`src/include/hdrom_pkg.sv`:
```
// constants, types and descriptor layout for the hub descriptor block
// assumes one core clock and a synchronous active-high reset
// What this block does
// interface descriptor: 9 bytes, type 04, one endpoint, hub class 09
// endpoint descriptor: 7 bytes, type 05, address 81, interrupt attributes 03
// status endpoint max packet one byte; interval FF full speed, 0C high
// hub descriptor type 29, 9 bytes, port count 04/03/02 from straps
// power-on to power-good reported as 32 (units of 2 ms, 100 ms)
// removable mask 00, port power mask FF, controller current 64
// characteristics D1:D0 power switching: 00 ganged, 01 individual
// characteristics D2 compound flag; D7 reads 0
// characteristics D4:D3 overcurrent: 00 global, 01 individual, 10 none
// answer host control requests for these descriptors, refuse the rest
// pick field values by current operating speed
// status endpoint IN: NAK without change, else send change bitmap
// multi-byte fields low byte first; truncate to requested length
package hdrom_pkg;
	localparam logic [7:0] DT_INTERFACE   = 8'h04;
	localparam logic [7:0] DT_ENDPOINT    = 8'h05;
	localparam logic [7:0] DT_HUB         = 8'h29;
	localparam logic [7:0] RT_STD_IN      = 8'h80;
	localparam logic [7:0] RT_CLASS_IN    = 8'hA0;
	localparam logic [7:0] REQ_GET_DESC   = 8'h06;
	localparam logic [7:0] HUB_CLASS      = 8'h09;
	localparam logic [7:0] EP_ADDR_IN1    = 8'h81;
	localparam logic [7:0] EP_ATTR_INTR   = 8'h03;
	localparam logic [7:0] EP_MAXPKT      = 8'h01;
	localparam logic [7:0] IVAL_FS        = 8'hFF;
	localparam logic [7:0] IVAL_HS        = 8'h0C;
	localparam logic [7:0] PORTS_4        = 8'h04;
	localparam logic [7:0] PORTS_3        = 8'h03;
	localparam logic [7:0] PORTS_2        = 8'h02;
	localparam logic [7:0] CHAR_DEFAULT   = 8'hA9;
	localparam logic [7:0] PWR_GOOD_TIME  = 8'h32;
	localparam logic [7:0] CTRL_CURRENT   = 8'h64;
	localparam logic [7:0] REMOVABLE_MASK = 8'h00;
	localparam logic [7:0] PWR_CTRL_MASK  = 8'hFF;
	localparam logic [3:0] IF_LEN         = 4'h9;
	localparam logic [3:0] EP_LEN         = 4'h7;
	localparam logic [3:0] HUB_LEN        = 4'h9;
	localparam logic [4:0] IF_BASE        = 5'h00;
	localparam logic [4:0] EP_BASE        = 5'h09;
	localparam logic [4:0] HUB_BASE       = 5'h10;
	localparam logic [4:0] ROM_LAST       = 5'h18;
	localparam logic [4:0] EP_IVAL_ADDR   = 5'h0F;
	localparam logic [4:0] HUB_NPORT_ADDR = 5'h12;
	localparam logic [4:0] HUB_CHAR_ADDR  = 5'h13;
	localparam int         CHAR_PWR_LSB   = 0;
	localparam int         CHAR_CMP_BIT   = 2;
	localparam int         CHAR_OCP_LSB   = 3;
	localparam int         CHAR_IND_BIT   = 7;
	localparam int         PIN_W          = 6;
	localparam logic [PIN_W-1:0] PIN_RESET = 6'h00;
	localparam logic [1:0] OCP_GLOBAL     = 2'h0;
	localparam logic [1:0] OCP_INDIV      = 2'h1;
	localparam logic [1:0] OCP_NONE       = 2'h2;

	typedef struct packed {
		logic [7:0]  bm_request_type;
		logic [7:0]  b_request;
		logic [15:0] w_value;
		logic [15:0] w_index;
		logic [15:0] w_length;
	} hdrom_setup_type;

	typedef struct packed {
		logic [7:0] data;
		logic       last;
	} hdrom_beat_type;

	typedef struct packed {
		logic       port4_strap;
		logic       port3_strap;
		logic       pwr_individual;
		logic       compound;
		logic [1:0] ocp_mode;
	} hdrom_pins_type;

	typedef enum logic [1:0] {
		SEL_NONE,
		SEL_IF,
		SEL_EP,
		SEL_HUB
	} hdrom_sel_type;
endpackage

```
`src/verilog/hdrom_top.sv`:
```
// descriptor server and status endpoint answer for the hub
// assumes setup and token inputs come from same-clock endpoint logic;
// straps and mode pins come from outside and are synchronised here
`timescale 1ns/1ps
module hdrom_top
(
	input  wire logic                     core_clk,
	input  wire logic                     reset,
	input  wire logic                     high_speed,
	input  wire hdrom_pkg::hdrom_pins_type pins_async,
	input  wire logic                     setup_valid,
	output      logic                     setup_ready,
	input  wire hdrom_pkg::hdrom_setup_type setup,
	output      logic                     req_stall_ff,
	output      logic                     req_zlp_ff,
	output      logic                     beat_valid,
	input  wire logic                     beat_ready,
	output      hdrom_pkg::hdrom_beat_type beat_ff,
	input  wire logic                     sts_in_token,
	input  wire logic [4:0]               sts_change,
	output      logic                     sts_nak_ff,
	output      logic                     sts_send_ff,
	output      logic [7:0]               sts_byte_ff
);
	import hdrom_pkg::*;

	typedef enum logic [1:0] {
		ST_IDLE,
		ST_WAIT,
		ST_LOAD,
		ST_SEND
	} hdrom_state_type;

	hdrom_state_type state_ff;
	hdrom_pins_type  pins_meta_ff;
	hdrom_pins_type  pins_sync_ff;
	hdrom_pins_type  pins_ff;
	logic [1:0]      pins_fill_ff;
	logic            pins_taken_ff;
	logic [4:0]      rd_addr_ff;
	logic [3:0]      remain_ff;
	logic [7:0]      rom_data;
	logic [7:0]      patched;
	logic [7:0]      char_byte;
	logic [7:0]      port_count;
	hdrom_sel_type   sel;
	logic [3:0]      sel_len;
	logic [4:0]      sel_base;
	logic [3:0]      nxt_len;
	logic            take;
	logic            give;

	// only descriptor reads reach this block; anything else is refused
	function automatic hdrom_sel_type decode(input hdrom_setup_type s);
		decode = SEL_NONE;
		if (s.b_request == REQ_GET_DESC)
		begin
			if (s.bm_request_type == RT_STD_IN &&
			    s.w_value[15:8] == DT_INTERFACE)
				decode = SEL_IF;
			else if (s.bm_request_type == RT_STD_IN &&
			         s.w_value[15:8] == DT_ENDPOINT)
				decode = SEL_EP;
			else if (s.bm_request_type == RT_CLASS_IN &&
			         s.w_value[15:8] == DT_HUB)
				decode = SEL_HUB;
		end
	endfunction

	hdrom_mem u_mem
	(
		.core_clk   (core_clk),
		.reset      (reset),
		.rd_addr    (rd_addr_ff),
		.rd_data_ff (rom_data)
	);

	// two-stage sync; the first stage feeds nothing but the second
	always_ff @(posedge core_clk)
	begin
		if (reset)
		begin
			pins_meta_ff <= PIN_RESET;
			pins_sync_ff <= PIN_RESET;
			pins_fill_ff <= 2'h0;
		end
		else
		begin
			pins_meta_ff <= pins_async;
			pins_sync_ff <= pins_meta_ff;
			// marks the edge from which stage two holds real pin values
			pins_fill_ff <= {pins_fill_ff[0], 1'b1};
		end
	end

	// straps are frozen once after reset so the port count cannot change
	// under a host that has already read it
	always_ff @(posedge core_clk)
	begin
		if (reset)
		begin
			pins_ff       <= PIN_RESET;
			pins_taken_ff <= 1'b0;
		end
		else if (!pins_taken_ff && pins_fill_ff[1])
		begin
			// latching earlier would freeze the reset value, not the straps
			pins_ff       <= pins_sync_ff;
			pins_taken_ff <= 1'b1;
		end
	end

	always_comb
	begin
		if (pins_ff.port3_strap && pins_ff.port4_strap)
			port_count = PORTS_2;
		else if (pins_ff.port4_strap)
			port_count = PORTS_3;
		else
			port_count = PORTS_4;
	end

	always_comb
	begin
		char_byte = CHAR_DEFAULT;
		char_byte[CHAR_PWR_LSB +: 2] = {1'b0, pins_ff.pwr_individual};
		char_byte[CHAR_CMP_BIT] = pins_ff.compound;
		char_byte[CHAR_OCP_LSB +: 2] = pins_ff.ocp_mode;
		char_byte[CHAR_IND_BIT] = 1'b0;
	end

	// rd_addr_ff has not moved since the fetch, so it still names rom_data
	always_comb
	begin
		case (rd_addr_ff)
			EP_IVAL_ADDR:   patched = high_speed ? IVAL_HS : IVAL_FS; // see R3
			HUB_NPORT_ADDR: patched = port_count;
			HUB_CHAR_ADDR:  patched = char_byte;
			default:        patched = rom_data;
		endcase
	end

	always_comb
	begin
		sel = decode(setup);
		case (sel)
			SEL_IF:
			begin
				sel_len  = IF_LEN;
				sel_base = IF_BASE;
			end
			SEL_EP:
			begin
				sel_len  = EP_LEN;
				sel_base = EP_BASE;
			end
			SEL_HUB:
			begin
				sel_len  = HUB_LEN;
				sel_base = HUB_BASE;
			end
			default:
			begin
				sel_len  = 4'h0;
				sel_base = IF_BASE;
			end
		endcase
		if (setup.w_length < {12'h000, sel_len})
			nxt_len = setup.w_length[3:0];
		else
			nxt_len = sel_len;
	end

	assign setup_ready = (state_ff == ST_IDLE);
	assign take        = setup_valid && setup_ready;
	assign beat_valid  = (state_ff == ST_SEND);
	assign give        = beat_valid && beat_ready;

	always_ff @(posedge core_clk)
	begin
		if (reset)
		begin
			state_ff   <= ST_IDLE;
			rd_addr_ff <= IF_BASE;
			remain_ff  <= 4'h0;
		end
		else
		begin
			case (state_ff)
				ST_IDLE:
					if (take && sel != SEL_NONE && nxt_len != 4'h0)
					begin
						rd_addr_ff <= sel_base;
						remain_ff  <= nxt_len;
						state_ff   <= ST_WAIT;
					end
				ST_WAIT:
					state_ff <= ST_LOAD;
				ST_LOAD:
					state_ff <= ST_SEND;
				ST_SEND:
					if (give)
					begin
						remain_ff <= remain_ff - 4'h1;
						if (remain_ff == 4'h1)
							state_ff <= ST_IDLE;
						else
						begin
							// ascending address keeps low byte first
							rd_addr_ff <= rd_addr_ff + 5'h01;
							state_ff   <= ST_WAIT;
						end
					end
				default:
					state_ff <= ST_IDLE;
			endcase
		end
	end

	always_ff @(posedge core_clk)
	begin
		if (reset)
			beat_ff <= '0;
		else if (state_ff == ST_LOAD)
		begin
			beat_ff.data <= patched;
			beat_ff.last <= (remain_ff == 4'h1);
		end
	end

	always_ff @(posedge core_clk)
	begin
		if (reset)
		begin
			req_stall_ff <= 1'b0;
			req_zlp_ff   <= 1'b0;
		end
		else
		begin
			req_stall_ff <= take && (sel == SEL_NONE);
			req_zlp_ff   <= take && (sel != SEL_NONE) && (nxt_len == 4'h0);
		end
	end

	always_ff @(posedge core_clk)
	begin
		if (reset)
		begin
			sts_nak_ff  <= 1'b0;
			sts_send_ff <= 1'b0;
			sts_byte_ff <= 8'h00;
		end
		else
		begin
			sts_nak_ff  <= sts_in_token && (sts_change == 5'h00);
			sts_send_ff <= sts_in_token && (sts_change != 5'h00);
			if (sts_in_token)
				sts_byte_ff <= {3'h0, sts_change};
		end
	end
endmodule

```
`src/verilog/hdrom_mem.sv`:
```
// fixed descriptor image with registered read data
// assumes the caller patches the speed and strap dependent bytes
`timescale 1ns/1ps
module hdrom_mem
(
	input  wire logic       core_clk,
	input  wire logic       reset,
	input  wire logic [4:0] rd_addr,
	output      logic [7:0] rd_data_ff
);
	import hdrom_pkg::*;

	function automatic logic [7:0] image(input logic [4:0] a);
		case (a)
			5'h00: image = {4'h0, IF_LEN};
			5'h01: image = DT_INTERFACE;
			5'h04: image = 8'h01;
			5'h05: image = HUB_CLASS;
			5'h09: image = {4'h0, EP_LEN};
			5'h0A: image = DT_ENDPOINT;
			5'h0B: image = EP_ADDR_IN1;
			5'h0C: image = EP_ATTR_INTR;
			5'h0D: image = EP_MAXPKT;
			5'h0F: image = IVAL_FS;
			5'h10: image = {4'h0, HUB_LEN};
			5'h11: image = DT_HUB;
			5'h12: image = PORTS_4;
			5'h13: image = CHAR_DEFAULT;
			5'h15: image = PWR_GOOD_TIME;
			5'h16: image = CTRL_CURRENT;
			5'h17: image = REMOVABLE_MASK;
			5'h18: image = PWR_CTRL_MASK;
			default: image = 8'h00;
		endcase
	endfunction

	always_ff @(posedge core_clk)
	begin
		if (reset)
			rd_data_ff <= 8'h00;
		else
			rd_data_ff <= image(rd_addr); // see R1 see R2 see R5
	end
endmodule

```
`config.mk`:
```
export PLATFORM = sky130hd
export DESIGN_NAME = hdrom_top
export DESIGN_NICKNAME = d
export VERILOG_FILES = /design/src/include/hdrom_pkg.sv /design/src/verilog/hdrom_top.sv /design/src/verilog/hdrom_mem.sv
export SDC_FILE = /design/constraint.sdc
export NUM_CORES = 1
export LEC_CHECK = 0
export ABC_CLOCK_PERIOD_IN_PS = 4460
export BUFFER_PORTS_ARGS = -buffer_cell sky130_fd_sc_hd__clkbuf_2
export CELL_PAD_IN_SITES_DETAIL_PLACEMENT = 1
export CELL_PAD_IN_SITES_GLOBAL_PLACEMENT = 1
export CORE_AREA = 2 2 86 109
export DETAILED_ROUTE_END_ITERATION = 16
export DIE_AREA = 0 0 88 111
export PLACE_DENSITY_LB_ADDON = 0.1
export RECOVER_POWER = 50
export SYNTH_ARGS = -nofsm -noshare
export SYNTH_HDL_FRONTEND = slang
export SYNTH_SLANG_ARGS = --single-unit
```
`constraint.sdc`:
```
create_clock -name core_clk -period 4.46 [get_ports core_clk]
set_clock_uncertainty 0.1 [all_clocks]
set_input_delay 0.446 -clock core_clk [delete_from_list [all_inputs] [get_ports core_clk]]
set_output_delay 0.446 -clock core_clk [all_outputs]
set_load 0.01 [all_outputs]
```
== Word-level counts from Yosys, hierarchy flattened ==
Memories as Yosys holds them, arrays and structs flattened. A register that Yosys moved wholly into a read port is not among the register bits.
Cells that the tools add are included.

* Bits in registers: 50
* Bits in read-only memories: 256
* Bits of input ports: 81
* Word-level logic and storage cells: 100
* Memories: 1

{| class="wikitable"
|+ Memory list
! name !! words !! bits a word !! rd ports !! clocked after Yosys merged registers in !! write ports !! RTL line !! RTL
|-
| (name not given) || 32 || 8 || 1 || 1 || 0 || hdrom_mem.sv:14 || <nowiki>case (a)</nowiki>
|}

* Add/subtract/negate cells: 2
* Order comparisons: 1
* Eq/ne operators: 19
* Muxes and demuxes: 23
* Reduce and logical (&&, ||, !) cells: 26

{| class="wikitable"
|+ Operators by type and width
! operator !! number
|-
| == test 8 x 3 -> 1 bit, second input constant || 3
|-
| one-hot mux 8 bit (3 select lines) || 1
|-
| one-hot mux 5 bit (2 select lines) || 2
|-
| == test 8 bit, second input constant || 2
|-
| < comparator 16 x 4 -> 1 bit || 1
|-
| one-hot mux 4 bit (2 select lines) || 2
|-
| two-way mux 5 bit || 3
|-
| logical AND 1 bit || 13
|-
| two-way mux 2 bit || 6
|-
| two-way mux 4 bit || 3
|-
| == test 5 bit, second input constant || 2
|-
| == test 2 bit, second input constant || 4
|-
| == test 8 x 6 -> 1 bit, second input constant || 1
|-
| two-way mux 8 bit || 1
|-
| one-hot mux 2 bit (4 select lines) || 1
|-
| two-way mux 3 bit || 2
|-
| adder 5 x 1 -> 5 bit, second input constant || 1
|-
| == test 5 x 4 -> 1 bit, second input constant || 1
|-
| zero test 5 bit || 1
|-
| nonzero test 5 bit || 1
|-
| == test 2 x 1 -> 1 bit, second input constant || 2
|-
| == test 4 x 1 -> 1 bit, second input constant || 1
|-
| zero test 2 bit || 2
|-
| zero test 4 bit || 1
|-
| other kinds (11) || 14
|}

== Depth between registers and ports, before layout ==
* Depth in word-level cells: 15
* Mapped depth: 13

== Hierarchy ==
Synthesis repeated with hierarchy kept, for this count alone.

* Cells, all modules: 358
* Area, all modules: 3169.3 µm²

{| class="wikitable"
|+ By module, submodules not included
! module !! instances !! cells an instance !! area each (µm²) !! sequential area each (µm²)
|-
| hdrom_top || 1 || 297 || 2635.0 || 1001.0
|-
| hdrom_mem || 1 || 61 || 534.3 || 160.2
|}

== Worst setup path before layout ==
Ideal clock, no wire load.

* Path kind: input -> register
* Start: in setup[61] (netlist bit)
* End: reg rd_addr_ff[0]
* Data arrival time: 3.177 ns
* Required time: 4.241 ns
* Path slack: 1.064 ns
* Cell stages on the path: 12
* Cells stage by stage: or4b_1 -> o21ai_0 -> nand2_1 -> ha_1 -> nor4_1 -> and4_1 -> nand2b_1 -> a211o_1 -> mux2i_2 -> o211a_4 -> a211oi_4 -> o221a_1

* Longest elaborated chain between the ends: 15

{| class="wikitable"
|+ RTL lines
! what !! RTL line !! RTL
|-
| start, declared || hdrom_top.sv:13 || <nowiki>input wire hdrom_pkg::hdrom_setup_type setup,</nowiki>
|-
| == test 8 bit || hdrom_top.sv:64 || <nowiki>else if (s.bm_request_type == RT_CLASS_IN &&</nowiki>
|-
| logical AND 1 bit || hdrom_top.sv:64 ||
|-
| two-way mux 2 bit || hdrom_top.sv:64 ||
|-
| two-way mux 2 bit || hdrom_top.sv:61 || <nowiki>else if (s.bm_request_type == RT_STD_IN &&</nowiki>
|-
| two-way mux 2 bit (*) || hdrom_top.sv:58 || <nowiki>if (s.bm_request_type == RT_STD_IN &&</nowiki>
|-
| two-way mux 2 bit (*) || hdrom_top.sv:56 || <nowiki>if (s.b_request == REQ_GET_DESC)</nowiki>
|-
| == test 2 bit / == test 2 x 1 -> 1 bit (equally long branches) || hdrom_top.sv:146 || <nowiki>case (sel)</nowiki>
|-
| OR reduction 2 bit (no source line) || -- ||
|-
| one-hot mux 4 bit (2 select lines) || hdrom_top.sv:146 ||
|-
| < comparator 16 x 4 -> 1 bit || hdrom_top.sv:168 || <nowiki>if (setup.w_length < {12'h000, sel_len})</nowiki>
|-
| two-way mux 4 bit || hdrom_top.sv:168 ||
|-
| nonzero test 4 bit || hdrom_top.sv:191 || <nowiki>if (take && sel != SEL_NONE && nxt_len != 4'h0)</nowiki>
|-
| logical AND 1 bit || hdrom_top.sv:191 ||
|-
| inequality test 2 x 1 -> 1 bit (no source line) || -- ||
|-
| AND reduction 4 bit (no source line) || -- ||
|-
| end signal, assigned || hdrom_top.sv:193 || <nowiki>rd_addr_ff <= sel_base;</nowiki>
|-
| end signal, assigned || hdrom_top.sv:210 || <nowiki>rd_addr_ff <= rd_addr_ff + 5'h01;</nowiki>
|-
| end, declared || hdrom_top.sv:40 || <nowiki>logic [4:0] rd_addr_ff;</nowiki>
|}

Every way passes the cells marked *; elsewhere a longest branch is shown, timed or not. The select of a mux whose other input is x is not followed.
A chain may end at the register's enable or synchronous reset.

== Worst setup path in the final report ==
* Start: in setup[58] (netlist bit)
* End: reg rd_addr_ff[2]

* Longest elaborated chain between the ends: 15

{| class="wikitable"
|+ RTL lines
! what !! RTL line
|-
| == test 8 bit || hdrom_top.sv:64
|-
| logical AND 1 bit || hdrom_top.sv:64
|-
| two-way mux 2 bit || hdrom_top.sv:64
|-
| two-way mux 2 bit || hdrom_top.sv:61
|-
| two-way mux 2 bit (*) || hdrom_top.sv:58
|-
| two-way mux 2 bit (*) || hdrom_top.sv:56
|-
| == test 2 bit / == test 2 x 1 -> 1 bit (equally long branches) || hdrom_top.sv:146
|-
| OR reduction 2 bit (no source line) || --
|-
| one-hot mux 4 bit (2 select lines) || hdrom_top.sv:146
|-
| < comparator 16 x 4 -> 1 bit || hdrom_top.sv:168
|-
| two-way mux 4 bit || hdrom_top.sv:168
|-
| nonzero test 4 bit || hdrom_top.sv:191
|-
| logical AND 1 bit (*) || hdrom_top.sv:191
|-
| inequality test 2 x 1 -> 1 bit (no source line) (*) || --
|-
| AND reduction 4 bit (no source line) (*) || --
|}

Every way passes the cells marked *; elsewhere a longest branch is shown, timed or not.

==> results list <==
* Outcome: finished with violations
- The final reports fail on capacitance limit, slew limit.
- Hold worst-path end: sts_nak_ff$_SDFF_PP0_
* Total Die Area: just under 0.01 mm2
- In the final routed layout, each cell accounts on average for 14.5 um.
- Total Nets Final: 536
- Cell seen most often among critical-path stages: nand3_1
- The hold violation count in the final report came to 0.
- The root buffer cell chosen for the clock tree is clkbuf_16.
- The number of setup buffers added after CTS is 0.
- Clock latency on the worst-skew pair, taken at its later pin, is 0.33 ns.
* Start-to-end type of the worst setup path: input pin to flip-flop
- The largest single stage delay on the critical path is between 0.4 and 0.5 ns.
- Avg Synthesized Cell Area: 8.63 um2
* Slew of the pin with the lowest slew margin: 2.22 ns
* Leakage power: 0.00155 uW
* Post-DP HPWL: 6320 um
- Floorplan die height: 111 um
* Yosys warnings: 0
- Number of antenna violations at the first check in global routing: 0
* Crit path time final: ~3.7 ns
- Distinct cells, synth: 61
- Remaining antenna violation count: 0
* Synth async-reset ratio: 0
- Post-Synthesis Cells: 365
* CTS tree: done
- The tree built by TritonCTS fans out to 58 sinks.
- In the final layout, flip-flops and latches occupy between 0.001 and 0.0015 mm2.
* Worst reg-to-reg setup slack: 2.14 ns
* Worst IR Drop VDD: 0.174 mV
* CP max-delay cell: nor3_1
* Kind of start point of the critical path: input pin
- DR vias/cell: 5.18
* Worst r2r dst: beat_ff[1]$_SDFFE_PP0N_
- In the final layout, the multi-input gates occupy 0.00187 mm2.
- After synthesis the netlist holds a flip-flop and latch count of 58.
* Vias post-DR: 2938
* Class of the most critical hold timing path: input pin to flip-flop
* Port bufs: 76
- Power density over the cells: 355 mW/mm2
- In this run the tightest slew margin relative to its limit is -0.479.
- Routability-driven placement finished with a final weighted congestion of 0.838.
* Number of buffers and inverters on the critical path: 2
* Antenna fix cells: 0
* Netlist area before placement: 0.00315 mm2
- The count of final max-slew check failures is 52.
- Pin count of the biggest net entering global routing: 52
* Arrival time worst endpoint: about 3.7 ns
* Clock edge transition at the registers on the reported setup and hold paths: ~0.050 ns
* Remaining global-route overflow: 0
* Buffer levels on the longest clock path: 2
* Number of failing setup endpoints in the final timing report: 0
- The critical path goes through clkbuf_2 -> nor4_1 -> nand4_1 -> nor3_1 -> inv_1 -> ha_1 -> nor2_1 -> nand3_1 -> a211oi_2 -> o211a_4 -> mux2i_2 -> o211ai_2 -> nand3_1 -> o32ai_1.
* Floorplan Core Area: 0.00883 mm2
- Based on the critical path, the design can be clocked at up to 271 MHz.
* First-pass GRT wire length: 14000 um
- Of all nets on the critical path, the largest fanout is 9.
* Final instance area: between 0.003 and 0.004 mm2
- Post-CTS repair changed the size of 0 cells.
- Setup total negative slack on the finished layout was measured at 0 ns.
* Site row count: 39
* Number of enable flip-flop cells after synthesis: 0
- Proportion of layout cells with a drive suffix above 1: 0.212
- Clock H-tree levels: 3
* Starting utilization of the core area: 0.357
- The worst hold path begins at sts_change[0].
- Summing all placed instances gives a cell area of 0.00364 mm2.
- Number of max-capacitance violations reported: 1
- Setup repair after global routing left no endpoint under its margin.
- For this run, the detailed router's first-pass iteration total came to 4.
- Worst hold stages: 2
- For this design the top-level I/O count stands at 104.
- Portion of the clock cycle consumed by the worst path in the final layout: 0.826
- Req. time, crit path: 4.48 ns
- Share of the yosys chip area belonging to registers: 0.368
- The area growth from synthesis to layout is 25.4%.
* CP delay by family, top: simple AND/OR/NAND/NOR gates
- Final-layout fill cell count: 1080
* Horiz. Die Dim: 88 um
- Vias in the first global route: 2997
* Violation count after the first detailed-routing iteration: 125
- Buffers inserted during clock tree synthesis total 9.
- The most used flip-flop cell after synthesis is dfxtp_1.
* Total routing usage reported by global routing: 0.182
- Summed over all layers, the routed wires come to between 8000 and 9000 um.
- R2R Path Start: rd_addr_ff[2]$_SDFFE_PP0P_
- Cells on worst reg2reg path: 5
* Hold buffer count at CTS: 0
- The worst setup path is captured at a flip-flop.
- DRC violation count after routing: 0
[cells in the final DEF, fill, tap and decap left out, types with 9 or more instances in the layout]
cell,count
a21oi_1,22
clkbuf_1,20
clkbuf_16,9
clkbuf_2,57
dfxtp_1,58
ha_1,16
inv_1,13
mux2i_1,16
nand2_1,28
nand3_1,11
nor2_1,40
nor2b_1,19
nor3_1,17
o21ai_0,12
[cells by family after synthesis]
| family | Yosys count | share of synthesized area |
|---|---|---|
| other | 1 | 0.00119 |
| AO/OA/AOI/OAI | 78 | 0.186 |
| adder cells (fa/ha/maj) | 16 | 0.0635 |
| AND/OR/NAND/NOR | 160 | 0.270 |
| XOR/XNOR | 1 | 0.00278 |
| multiplexers | 19 | 0.0659 |
| buffers and inverters | 32 | 0.0421 |
| flip-flops | 58 | 0.368 |
[how the worst max path moves through the flow]
stage | startpoint | to | slack (ns) | cells past startpoint
6_report | setup[58] | rd_addr_ff[2]$_SDFFE_PP0P_ | 0.78 | 14
5_1_grt | setup[61] | rd_addr_ff[2]$_SDFFE_PP0P_ | 0.55 | 14
4_1_cts | setup[58] | rd_addr_ff[2]$_SDFFE_PP0P_ | 0.81 | 14
3_5_place_dp | setup[58] | rd_addr_ff[2]$_SDFFE_PP0P_ | 0.48 | 14
3_3_place_gp | setup[62] | rd_addr_ff[1]$_SDFFE_PP0P_ | 0.56 | 14
2_1_floorplan | setup[61] | rd_addr_ff[0]$_SDFFE_PP0P_ | 1.06 | 12
[state kept, by name (all words and copies together) (netlist names)]
register and count:
beat_ff 9, char_byte 4, pins_ff 2, pins_fill_ff 2, pins_meta_ff 6, pins_sync_ff 6, pins_taken_ff 1, rd_addr_ff 5
remain_ff 4, req_stall_ff 1, req_zlp_ff 1, state_ff 2, sts_byte_ff 5, sts_nak_ff 1, sts_send_ff 1, u_mem.rd_data_ff 8
[power by group]
group | internal [uW] | switching, uW | total [uW] | leakage, uW
Clock | 544 | 240 | 785 | 0.000169
Combinational | 36.9 | 44.0 | 80.9 | 0.000912
Sequential | 531 | 4.22 | 535 | 0.000473
Total | 1110 | 288 | 1400 | 0.00155
[synth_stat cells (3+ instances only)]
library cell	count	share of area
o221a_1	3	0.011
a211oi_1	6	0.014
a2111oi_0	3	0.0083
o31ai_1	3	0.0071
a221oi_1	3	0.0083
nor2b_1	19	0.038
o21ai_1	3	0.0048
o21ai_0	12	0.019
o211ai_2	3	0.012
a21oi_1	22	0.035
and2_1	4	0.0079
nand4_1	4	0.0079
nand2b_1	6	0.012
a211oi_2	3	0.012
inv_1	13	0.015
dfxtp_1	58	0.37
ha_1	16	0.064
nor3b_1	4	0.0095
buf_4	3	0.0071
or3_1	3	0.0060
mux2i_1	16	0.051
nor4_1	8	0.016
nor2_1	40	0.048
clkbuf_1	13	0.015
nor3_1	17	0.027
nand3_1	11	0.017
nand2_1	28	0.033
[worst register-to-register path, cell delays in order (launching register included)]
cell	delay [ns]
dfxtp_1	0.64
nor3_1	0.16
and2_1	0.27
nor3_1	0.58
a21oi_1	0.16
a311oi_1	0.28
[stage by stage]
| stage | hold slack, ns | power [uW] | util | instances | setup WS, ns |
|---|---|---|---|---|---|
| finish | 0.223 | 1400 | 0.447 | 567 | 0.777 |
| global route | 0.232 | 1460 | 0.447 | 567 | 0.546 |
| CTS | 0.215 | 1420 | 0.450 | 567 | 0.808 |
| detailed placement | 0.326 | 629 | 0.412 | 551 | 0.479 |
| global placement | 0.315 | 627 | 0.412 | 551 | 0.560 |
| floorplan | 0.314 | 586 | - | 367 | 1.06 |
[routing by layer]
metal	GRT usage	part of all wire	up-vias
met5	0	0	-
met4	0.0769	0.025	0
met2	0.318	0.53	84
li1	-	-	1462
met3	0.0432	0.043	16
met1	0.206	0.40	1376
[layout make-up]
| class | instances | area share |
|---|---|---|
| Tap cell | 123 | 0.0389 |
| Sequential cell | 58 | 0.294 |
| Multi-Input combinational cell | 277 | 0.472 |
| Inverter | 14 | 0.0133 |
| Timing Repair Buffer | 79 | 0.0950 |
| Clock buffer | 9 | 0.0570 |
| Clock inverter | 7 | 0.0298 |
Power figures use the tool's default switching activity.
